### src/logic/aserc_pkg.sv
// Notes on behaviour
// Data location reads receive, writes transmit buffer.
// Both directions share one baud tick generator.
// Transmit idles high; tx_invert flips all levels.
// Enabling transmitter queues one idle preamble frame.
// Shifter spans ten or eleven bit times.
// Free shifter loads buffer, sets empty flag.
// Nothing waiting after stop sets complete flag.
// Disabling transmitter finishes the shifter and queued idle or break first; buffered data is not sent.
// Break bit one-then-zero queues break; repeats.
// Break is zeros, 10/11/13/14 bit times.
// Toggling tx_on off-on queues one idle frame.
// Software holds pin high if shifter may finish.
// rx_invert flips input; receiver runs when enabled.
// Frame: zero start, LSB-first data, one stop.
// Full buffer turns new character into overrun.
// Sixteen samples per bit; 1110 is edge.
// Start needs two zeros among phases 3,5,7.
// Bits decided by majority of 8,9,10.
// Any disagreeing sample sets noise on transfer.
// A falling edge after phase 10 realigns the sample phase.
// Non-break framing error preloads three ones.
// Framing flag set blocks all buffer transfers.
// Status read then data read clears full.
// Error flags set with full flag, never overrun.
// Zero stop bit sets the framing flag.
package aserc_pkg;
    // Register byte addresses on the slave bus.
    localparam logic [3:0] ADDR_DATA = 4'h0;
    localparam logic [3:0] ADDR_STAT = 4'h4;
    localparam logic [3:0] ADDR_CTRL = 4'h8;
    localparam logic [3:0] ADDR_BAUD = 4'hc;
    // Control field positions.
    localparam int C_TX_ON  = 0;
    localparam int C_RX_ON  = 1;
    localparam int C_BREAK  = 2;
    localparam int C_LONGBK = 3;
    localparam int C_NINE   = 4;
    localparam int C_TX_INVERT  = 5;
    localparam int C_RX_INVERT  = 6;
    localparam int C_T8     = 7;
    // Status field positions.
    localparam int S_TX_BUFFER_EMPTY_FLAG = 7;
    localparam int S_TC   = 6;
    localparam int S_RX_BUFFER_FULL_FLAG = 5;
    localparam int S_OVR  = 3;
    localparam int S_NF   = 2;
    localparam int S_FE   = 1;
    // Reset values.
    localparam logic [7:0]  CTRL_RST = 8'h00;
    localparam logic [7:0]  DATA_RST = 8'h00;
    localparam logic [12:0] BAUD_RST = 13'h0010;
    // Frame and break lengths in bit times.
    localparam logic [3:0] FRAME8  = 4'ha;
    localparam logic [3:0] FRAME9  = 4'hb;
    localparam logic [3:0] BRK_00  = 4'ha;
    localparam logic [3:0] BRK_01  = 4'hb;
    localparam logic [3:0] BRK_10  = 4'hd;
    localparam logic [3:0] BRK_11  = 4'he;
    // Sample phase indices, value is phase number minus one.
    localparam logic [3:0] RT3  = 4'h2;
    localparam logic [3:0] RT5  = 4'h4;
    localparam logic [3:0] RT7  = 4'h6;
    localparam logic [3:0] RT8  = 4'h7;
    localparam logic [3:0] RT9  = 4'h8;
    localparam logic [3:0] RT10 = 4'h9;
    localparam logic [3:0] RT16 = 4'hf;
    // Index of the stop bit for each data width.
    localparam logic [3:0] STOP8 = 4'h9;
    localparam logic [3:0] STOP9 = 4'ha;
    typedef enum logic [0:0] {RX_SEARCH, RX_FRAME} aserc_rx_state_t;
endpackage : aserc_pkg

### src/logic/aserc_core.sv
`timescale 1ns/1ps
`default_nettype none
module aserc_core (
    input  wire logic        clk,
    input  wire logic        rst,
    input  wire logic        ce,
    input  wire logic [3:0]  avs_address,
    input  wire logic        avs_read,
    input  wire logic        avs_write,
    input  wire logic [31:0] avs_writedata,
    output logic      [31:0] avs_readdata,
    output logic             avs_waitrequest,
    input  wire logic        rx_pin,
    output logic             tx_pin,
    output logic             tx_oe
);
    logic [7:0]  ctrl;
    logic [12:0] baud_div;
    logic [12:0] baud_cnt;
    logic        rx_ff1;
    logic        rx_ff2;
    logic [3:0]  tx_ph;
    logic [3:0]  tx_bits;
    logic [13:0] tx_sh;
    logic [7:0]  tx_buf;
    logic        tx_buffer_empty_flag;
    logic        tc;
    logic        brk_q;
    logic        idle_q;
    logic [7:0]  rx_buf;
    logic        rx_b8;
    logic        rx_buffer_full_flag;
    logic        ovr;
    logic        nf;
    logic        fe;
    logic [3:0]  arm;
    logic        arm_tx;
    aserc_pkg::aserc_rx_state_t rx_st;
    logic [2:0]  hist;
    logic [3:0]  rx_ph;
    logic [3:0]  rx_idx;
    logic [1:0]  zcnt;
    logic        rx_s8;
    logic        rx_s9;
    logic        rx_noise;
    logic        rx_zero;
    logic [8:0]  rx_sh;
    logic        rx_done;
    logic        rx_dfe;
    logic        rx_dnf;
    logic [8:0]  rx_word;

    // Bus decode; a request is taken on the edge where waitrequest is still high.
    wire take    = ce & (avs_read | avs_write) & avs_waitrequest;
    wire rd      = take & avs_read;
    wire wr      = take & avs_write;
    wire data_rd = rd & (avs_address == aserc_pkg::ADDR_DATA);
    wire stat_rd = rd & (avs_address == aserc_pkg::ADDR_STAT);
    wire data_wr = wr & (avs_address == aserc_pkg::ADDR_DATA);
    wire ctrl_wr = wr & (avs_address == aserc_pkg::ADDR_CTRL);
    wire baud_wr = wr & (avs_address == aserc_pkg::ADDR_BAUD);

    // Control fields.
    wire tx_on   = ctrl[aserc_pkg::C_TX_ON];
    wire rx_on   = ctrl[aserc_pkg::C_RX_ON];
    wire send_break_bit     = ctrl[aserc_pkg::C_BREAK];
    wire longbk  = ctrl[aserc_pkg::C_LONGBK];
    wire nine    = ctrl[aserc_pkg::C_NINE];
    wire tx_inv  = ctrl[aserc_pkg::C_TX_INVERT];
    wire rx_inv  = ctrl[aserc_pkg::C_RX_INVERT];
    wire new_te  = avs_writedata[aserc_pkg::C_TX_ON];
    wire new_sbk = avs_writedata[aserc_pkg::C_BREAK];

    // Status word and read mux; unmapped addresses read as zero.
    wire [7:0] stat_val = {tx_buffer_empty_flag, tc, rx_buffer_full_flag, 1'b0, ovr, nf, fe, 1'b0};
    wire [31:0] rd_val =
        (avs_address == aserc_pkg::ADDR_DATA) ? {23'h000000, rx_b8, rx_buf} :
        (avs_address == aserc_pkg::ADDR_STAT) ? {24'h000000, stat_val} :
        (avs_address == aserc_pkg::ADDR_CTRL) ? {24'h000000, ctrl} :
        (avs_address == aserc_pkg::ADDR_BAUD) ? {19'h00000, baud_div} :
        32'h00000000;

    // Answer one cycle after the request is taken, then drop back to busy.
    always_ff @(posedge clk) begin
        if (rst) begin
            avs_waitrequest <= 1'b1;
            avs_readdata    <= 32'h00000000;
        end else if (ce) begin
            avs_waitrequest <= ~take;
            if (rd) begin
                avs_readdata <= rd_val;
            end
        end
    end

    // Software-written control and divisor.
    always_ff @(posedge clk) begin
        if (rst) begin
            ctrl     <= aserc_pkg::CTRL_RST;
            baud_div <= aserc_pkg::BAUD_RST;
        end else if (ce) begin
            if (ctrl_wr) begin
                ctrl <= avs_writedata[7:0];
            end
            if (baud_wr) begin
                baud_div <= avs_writedata[12:0];
            end
        end
    end

    // shared baud tick
    // One tick every baud_div clocks at sixteen times the bit rate; zero divides slowest.
    wire baud_tick = (baud_cnt == 13'h0000);
    always_ff @(posedge clk) begin
        if (rst) begin
            baud_cnt <= 13'h0000;
        end else if (ce) begin
            baud_cnt <= baud_tick ? baud_div - 13'h0001 : baud_cnt - 13'h0001;
        end
    end

    // Pin synchroniser; only the second stage is read.
    always_ff @(posedge clk) begin
        if (rst) begin
            rx_ff1 <= 1'b1;
            rx_ff2 <= 1'b1;
        end else if (ce) begin
            rx_ff1 <= rx_pin;
            rx_ff2 <= rx_ff1;
        end
    end

    // Transmit bit timing and lengths.
    wire       bit_tick = baud_tick & (tx_ph == aserc_pkg::RT16);
    wire       tx_busy  = (tx_bits != 4'h0);
    wire       tx_free  = (tx_bits <= 4'h1);
    wire       tx_last  = bit_tick & (tx_bits == 4'h1);
    // frame length select
    wire [3:0] frame_len = nine ? aserc_pkg::FRAME9 : aserc_pkg::FRAME8;
    // break length select
    wire [3:0] brk_len =
        ({longbk, nine} == 2'b00) ? aserc_pkg::BRK_00 :
        ({longbk, nine} == 2'b01) ? aserc_pkg::BRK_01 :
        ({longbk, nine} == 2'b10) ? aserc_pkg::BRK_10 : aserc_pkg::BRK_11;
    // start zero, data LSB first, stop one
    wire [13:0] data_frame = nine ?
        {3'h7, 1'b1, ctrl[aserc_pkg::C_T8], tx_buf, 1'b0} :
        {4'hf, 1'b1, tx_buf, 1'b0};
    // Load choice at a free bit boundary: break, then idle, then data.
    wire ld_brk  = bit_tick & tx_free & brk_q;
    wire ld_idle = bit_tick & tx_free & ~brk_q & idle_q;
    wire ld_data = bit_tick & tx_free & ~brk_q & ~idle_q & tx_on & ~tx_buffer_empty_flag;
    wire ld_any  = ld_brk | ld_idle | ld_data;
    // break queued on one-then-zero
    wire brk_ev  = ctrl_wr & send_break_bit & ~new_sbk;
    // preamble on enable
    // idle queued on zero-then-one
    wire idle_ev = ctrl_wr & ~tx_on & new_te;

    always_ff @(posedge clk) begin
        if (rst) begin
            tx_ph <= 4'h0;
        end else if (ce & baud_tick) begin
            tx_ph <= tx_ph + 4'h1;
        end
    end

    // load aligned to bit tick
    always_ff @(posedge clk) begin
        if (rst) begin
            tx_bits <= 4'h0;
            tx_sh   <= 14'h3fff;
        end else if (ce & bit_tick) begin
            if (ld_brk) begin
                tx_sh   <= 14'h0000;
                tx_bits <= brk_len;
            end else if (ld_idle) begin
                tx_sh   <= 14'h3fff;
                tx_bits <= frame_len;
            end else if (ld_data) begin
                tx_sh   <= data_frame;
                tx_bits <= frame_len;
            end else if (tx_busy) begin
                tx_sh   <= {1'b1, tx_sh[13:1]};
                tx_bits <= tx_bits - 4'h1;
            end
        end
    end

    // Queues; a new request wins over the consumption in the same cycle.
    always_ff @(posedge clk) begin
        if (rst) begin
            brk_q  <= 1'b0;
            idle_q <= 1'b0;
        end else if (ce) begin
            // re-queue while held
            brk_q  <= brk_ev | (ld_brk ? send_break_bit : brk_q);
            idle_q <= idle_ev | (idle_q & ~ld_idle);
        end
    end

    // Transmit buffer and flags; a status read arms the empty flag for clearing.
    always_ff @(posedge clk) begin
        if (rst) begin
            tx_buf <= aserc_pkg::DATA_RST;
            tx_buffer_empty_flag   <= 1'b1;
            tc     <= 1'b1;
            arm_tx <= 1'b0;
        end else if (ce) begin
            // write goes to transmit buffer
            if (data_wr) begin
                tx_buf <= avs_writedata[7:0];
            end
            if (stat_rd) begin
                arm_tx <= tx_buffer_empty_flag;
            end else if (data_wr) begin
                arm_tx <= 1'b0;
            end
            // empty flag set on load
            tx_buffer_empty_flag <= ld_data | (tx_buffer_empty_flag & ~(data_wr & arm_tx));
            // complete when nothing waits
            tc   <= (tx_last & ~ld_any) | (tc & ~ld_any & ~data_wr & ~idle_ev & ~brk_ev);
        end
    end

    // idle high, optional inversion
    // pin kept while work remains
    always_ff @(posedge clk) begin
        if (rst) begin
            tx_pin <= 1'b1;
            tx_oe  <= 1'b0;
        end else if (ce) begin
            tx_pin <= tx_inv ^ (tx_busy ? tx_sh[0] : 1'b1);
            tx_oe  <= tx_on | tx_busy | brk_q | idle_q;
        end
    end

    // input inversion
    wire       rx_s    = rx_ff2 ^ rx_inv;
    // three ones then zero
    wire       fedge   = (hist == 3'b111) & ~rx_s;
    wire [3:0] stop_ix = nine ? aserc_pkg::STOP9 : aserc_pkg::STOP8;
    wire       in_fr   = (rx_st == aserc_pkg::RX_FRAME);
    // majority of three samples
    wire       maj     = (rx_s8 & rx_s9) | (rx_s8 & rx_s) | (rx_s9 & rx_s);
    wire       agree   = (rx_s8 == rx_s9) & (rx_s9 == rx_s);
    wire       at_dec  = in_fr & (rx_ph == aserc_pkg::RT10) & (rx_idx != 4'h0);
    wire       at_stop = at_dec & (rx_idx == stop_ix);
    // realign on later edges
    wire       resync  = in_fr & fedge & (rx_ph > aserc_pkg::RT10);
    wire       bit_end = in_fr & ((rx_ph == aserc_pkg::RT16) | resync);
    // two of three zeros
    wire [1:0] zsum    = zcnt + {1'b0, ~rx_s};
    wire       st_bad  = in_fr & (rx_idx == 4'h0) & (rx_ph == aserc_pkg::RT7) & (zsum < 2'h2);
    wire       st_samp = (rx_ph == aserc_pkg::RT3) | (rx_ph == aserc_pkg::RT5) |
                         (rx_ph == aserc_pkg::RT7);
    wire       late    = (rx_ph == aserc_pkg::RT8) | (rx_ph == aserc_pkg::RT9) |
                         (rx_ph == aserc_pkg::RT10);
    // zero stop is framing error
    wire       fr_err  = at_stop & ~maj;
    // noise across whole frame
    wire       nf_fin  = rx_noise | ~agree;

    // Receive sequencer, advanced on each oversample tick while enabled.
    always_ff @(posedge clk) begin
        if (rst | (ce & ~rx_on)) begin
            rx_st <= aserc_pkg::RX_SEARCH;
            hist  <= 3'b000;
            rx_ph <= 4'h0;
        end else if (ce & baud_tick) begin
            // preload ones after non-break error
            hist <= (fr_err & ~(rx_zero & ~maj)) ? 3'b111 : {hist[1:0], rx_s};
            // The edge sample is the first phase itself, so the next tick is the second.
            rx_ph <= (fedge & (resync | ~in_fr)) ? 4'h1 :
                     (bit_end | ~in_fr) ? 4'h0 : rx_ph + 4'h1;
            if (~in_fr & fedge) begin
                rx_st <= aserc_pkg::RX_FRAME;
            end else if (st_bad | at_stop) begin
                rx_st <= aserc_pkg::RX_SEARCH;
            end
        end
    end

    // Bit index, start check and sample capture.
    always_ff @(posedge clk) begin
        if (rst) begin
            rx_idx   <= 4'h0;
            zcnt     <= 2'h0;
            rx_s8    <= 1'b1;
            rx_s9    <= 1'b1;
            rx_noise <= 1'b0;
            rx_zero  <= 1'b1;
            rx_sh    <= 9'h000;
        end else if (ce & baud_tick) begin
            if (~in_fr) begin
                rx_idx   <= 4'h0;
                zcnt     <= 2'h0;
                rx_noise <= 1'b0;
                rx_zero  <= 1'b1;
            end else begin
                if (bit_end) begin
                    rx_idx <= rx_idx + 4'h1;
                end
                if (rx_ph == aserc_pkg::RT8) begin
                    rx_s8 <= rx_s;
                end
                if (rx_ph == aserc_pkg::RT9) begin
                    rx_s9 <= rx_s;
                end
                // start counts as zero
                if (rx_idx == 4'h0) begin
                    if (st_samp) begin
                        zcnt <= zsum;
                    end
                    if (st_samp | late) begin
                        rx_noise <= rx_noise | rx_s;
                    end
                end else if (at_dec) begin
                    rx_noise <= nf_fin;
                    rx_zero  <= rx_zero & ~maj;
                    if (~at_stop) begin
                        rx_sh <= {maj, rx_sh[8:1]};
                    end
                end
            end
        end
    end

    // Completed frame handed to the buffer stage one cycle later.
    always_ff @(posedge clk) begin
        if (rst) begin
            rx_done <= 1'b0;
            rx_dfe  <= 1'b0;
            rx_dnf  <= 1'b0;
            rx_word <= 9'h000;
        end else if (ce) begin
            rx_done <= baud_tick & at_stop;
            if (baud_tick & at_stop) begin
                rx_dfe  <= fr_err;
                rx_dnf  <= nf_fin;
                rx_word <= nine ? rx_sh : {1'b0, rx_sh[8:1]};
            end
        end
    end

    // Transfer outcome for a finished frame.
    // framing flag blocks transfer
    wire xfer = rx_done & ~fe & ~rx_buffer_full_flag;
    // overrun discards character
    wire ovr_set = rx_done & ~fe & rx_buffer_full_flag;
    // two-step clear
    wire [3:0] clr = data_rd ? arm : 4'h0;

    // Receive buffer and flags; a set in the clearing cycle wins.
    always_ff @(posedge clk) begin
        if (rst) begin
            rx_buf <= aserc_pkg::DATA_RST;
            rx_b8  <= 1'b0;
            rx_buffer_full_flag   <= 1'b0;
            ovr    <= 1'b0;
            nf     <= 1'b0;
            fe     <= 1'b0;
            arm    <= 4'h0;
        end else if (ce) begin
            if (stat_rd) begin
                arm <= {rx_buffer_full_flag, ovr, nf, fe};
            end else if (data_rd) begin
                arm <= 4'h0;
            end
            if (xfer) begin
                rx_buf <= rx_word[7:0];
                rx_b8  <= rx_word[8];
            end
            rx_buffer_full_flag <= xfer | (rx_buffer_full_flag & ~clr[3]);
            ovr  <= ovr_set | (ovr & ~clr[2]);
            // errors only with full flag
            nf   <= (xfer & rx_dnf) | (nf & ~clr[1]);
            fe   <= (xfer & rx_dfe) | (fe & ~clr[0]);
        end
    end
endmodule : aserc_core
`default_nettype wire

### config.mk
export PLATFORM = sky130hd
export DESIGN_NAME = aserc_core
export DESIGN_NICKNAME = d
export VERILOG_FILES = /design/src/logic/aserc_pkg.sv /design/src/logic/aserc_core.sv
export SDC_FILE = /design/constraint.sdc
export NUM_CORES = 1
export LEC_CHECK = 0
export BUFFER_PORTS_ARGS = -buffer_cell sky130_fd_sc_hd__clkbuf_2
export CORE_ASPECT_RATIO = 0.5
export CORE_MARGIN = 2
export CORE_UTILIZATION = 29
export CTS_CLUSTER_DIAMETER = 120
export DETAILED_ROUTE_END_ITERATION = 10
export PLACE_DENSITY = 0.42
export SLEW_MARGIN = 20
export SYNTH_ARGS = -nofsm -noshare
export SYNTH_HDL_FRONTEND = slang
export SYNTH_SLANG_ARGS = --single-unit
export TNS_END_PERCENT = 50
### constraint.sdc
create_clock -name clk -period 3.3 [get_ports clk]
set_input_delay 0.165 -clock clk [delete_from_list [all_inputs] [get_ports clk]]
set_output_delay 0.165 -clock clk [all_outputs]
set_load 0.01 [all_outputs]
==> out/metrics.yaml <==
syn_avg_cell_area_sq_um: 8.52
outcome: "finished, final reports clean"
cp.required_ns: 3.61
final_common_cell: "dfxtp_1"
gr-total-overflow: 0
antennaDiodeCount: 0
final_hold_viol_count: 0
grt_max_degree: 60
cp_cell_sequence: "or4_1 -> nor4_4 -> a21oi_1 -> ha_1 -> nand2b_1 -> nor2_1 -> o21ai_1 -> nand4b_1 -> mux2_2"
async_reset_ff_share_pct: 0
worstMarginPinSlew_ns: 1.07
first_iter_violations: 448
track_usage_pct: 16.7
post-cts-setup-buffer-count: 0
final_cell_mix: "dfxtp_1, nor2_1, a21oi_1, nand2_1, mux2i_1"
register_area_sq_um: 2860
period_share_pct: 86.3
drc_errors: 0
synth_edf_count: 0
power_density_nw_per_um2: 530
fin_total_pwr_mw: 4.43
setup_viol: 0
grt_pass1_wl_mm: 33.2
utilization_pct: 34.6
port_buffers: 38
cpMaxStageDelayCell: "or4_1"
multi_input_area_sq_um: 3970
cp_num_buf_inv: 0
via_per_inst: 5.04
maxSlewHeadroom_pct: 28.6
ys_warn_count: 0
pin_count: 77
cts-resized-gates: 0
crit_type: "register to register"
max_stage_delay_ns: 0.70
antenna_found_initial: 0
r2r_setup_slack_ns: 0.45
min_path_type: "input pin to register"
coreArea_sq_um: 24200
cp_top_family: "simple AND/OR/NAND/NOR gates"
drive_gt1_share_pct: 14.8
finalSetupTns_ns: 0
nNetsFinal: 939
slew_violations: 0
synth_top_area_cell: "dfxtp_1"
die_height_um: 115
yosysTopAreaCellShare_pct: 39.8
critPathCaptureType: "register"
hold_buffers: 5
clk_pin_slew_ns: 0.07
fillers: 2572
rsz0062_at_grt: "false"
drv_cap: 0
htree_levels: 4
ys_seq_area_share_pct: 39.8
first_global_vias: 5816
netlist_area_sq_um: 7190
clk_path_buf_depth: 2
drt_wl_total_mm: 20.8
cts_tree: "yes"
wire_per_inst_um: 17.0
vias: 6198
globalplace.congestion: 0.837
start_kind: "register"
die_w_um: 227
post-route-min-period_ns: 2.85
synth_seq_cells: 143
max_freq_mhz: 351
skew_ns: 0.0130
syn2layout_area_growth_pct: 16.2
rows: 40
syn_inst: 844
initial_core_util_pct: 29.7
dpl.hpwl_mm: 15.0
die_area_sq_um: 26100
drt_first_pass_iters: 5
cts.sinks: 143
path_max_fanout: 7
clkLatencyLatePin_ns: 0.43
ant_nets: 0
cts_buffers: 17
netlist_top_cells_area: "dfxtp_1, mux2i_1, nor2_1"
root_buffer: "clkbuf_16"
ys_types: 75
ir_drop_v: 0.000292
synth_ff_type: "dfxtp_1"
static-leakage-power_nw: 3.26
cp_data_arrival_time_ns: 3.16
## path summary, 6_finish.rpt
| check | start | endpoint | cells past startpoint |
|---|---|---|---|
| max | baud_cnt[0] | baud_cnt[10] | 9 |
| min | avs_writedata[10] | baud_div[10] | 3 |
| max reg2reg | baud_cnt[0] | baud_cnt[10] | 9 |
| min reg2reg | avs_readdata[4] | avs_readdata[4] | 2 |
## layout make-up
class | count | share of cell area (%)
clock inverters | 12 | 1.59
flip-flops and latches | 143 | 34.3
clock buffers | 20 | 5.58
inverters | 21 | 0.943
well taps | 336 | 5.03
multi-input cells | 630 | 47.5
repair buffers | 67 | 5.06
## tightest hold or removal path, cell delays in order
cell and delay (ns):
clkbuf_2 0.12, mux2i_1 0.07, nor2_1 0.07
## stage by stage
| stage | cell area (sq um) | setup WS, ns | cells | hold slack, ns |
|---|---|---|---|---|
| floorplan | 7260 | 0.392 | 862 | 0.290 |
| global placement | 7700 | 0.526 | 1192 | 0.391 |
| detailed placement | 7700 | 0.472 | 1192 | 0.403 |
| CTS | 8350 | 0.446 | 1229 | 0.00479 |
| global route | 8360 | 0.213 | 1229 | 0.0471 |
| finish | 8360 | 0.452 | 1229 | 0.0394 |
## per-layer routing
metal  GRT usage (%)  vias up  wire length, um
met1            24.2     2957            10900
met5               0        -                0
met3            3.55       17              764
met2            24.8      122             8880
li1                -     3102                -
met4            5.13        0              251
## sequential cells by signal, indices dropped and copies added (netlist names), 2 cells and up
signal,flops
zcnt,2
hist,3
arm,4
avs_readdata,13
rx_ph,4
rx_word,9
baud_div,13
ctrl,8
tx_bits,4
tx_sh,14
rx_sh,9
baud_cnt,13
tx_buf,8
tx_ph,4
rx_buf,8
rx_idx,4
## power by group
part | leakage [nW] | total, mW | internal (mW) | switching, mW
Clock | 0.289 | 1.96 | 1.18 | 0.789
Sequential | 1.16 | 1.82 | 1.77 | 0.0530
Combinational | 1.82 | 0.646 | 0.228 | 0.419
Total | 3.26 | 4.43 | 3.17 | 1.26
## Yosys cell counts, types with 5 or more instances
library cell and instances:
a2111oi_0 5, nand4_1 10, dfxtp_1 143, or2_2 5
a21oi_1 74, nor2_1 122, a31oi_1 10, nand3b_1 8
buf_2 5, or3_1 6, o31ai_1 14, a22oi_1 10
ha_1 17, nand2b_1 6, mux2i_1 54, and3_1 10
o21ai_0 29, buf_4 19, o211ai_1 7, inv_1 20
clkbuf_1 37, and2_1 5, nor3_1 14, mux2_2 15
nand3_1 22, nor2b_1 7, nor4_1 13, nand2_1 67
## logic make-up (layout without fill, tap and decap cells)
kind of cell / Yosys count / after routing / synth area share (%)
multiplexers: 71 / 71 / 10.5
flip-flops: 143 / 143 / 39.8
AND/OR/NAND/NOR: 322 / 322 / 22.3
adder cells (fa/ha/maj): 17 / 17 / 2.96
other: 1 / 19 / 0.0522
XOR/XNOR: 6 / 6 / 0.835
AO/OA/AOI/OAI: 195 / 195 / 17.6
buffers and inverters: 89 / 120 / 5.95
Power figures use the tool's default switching activity.
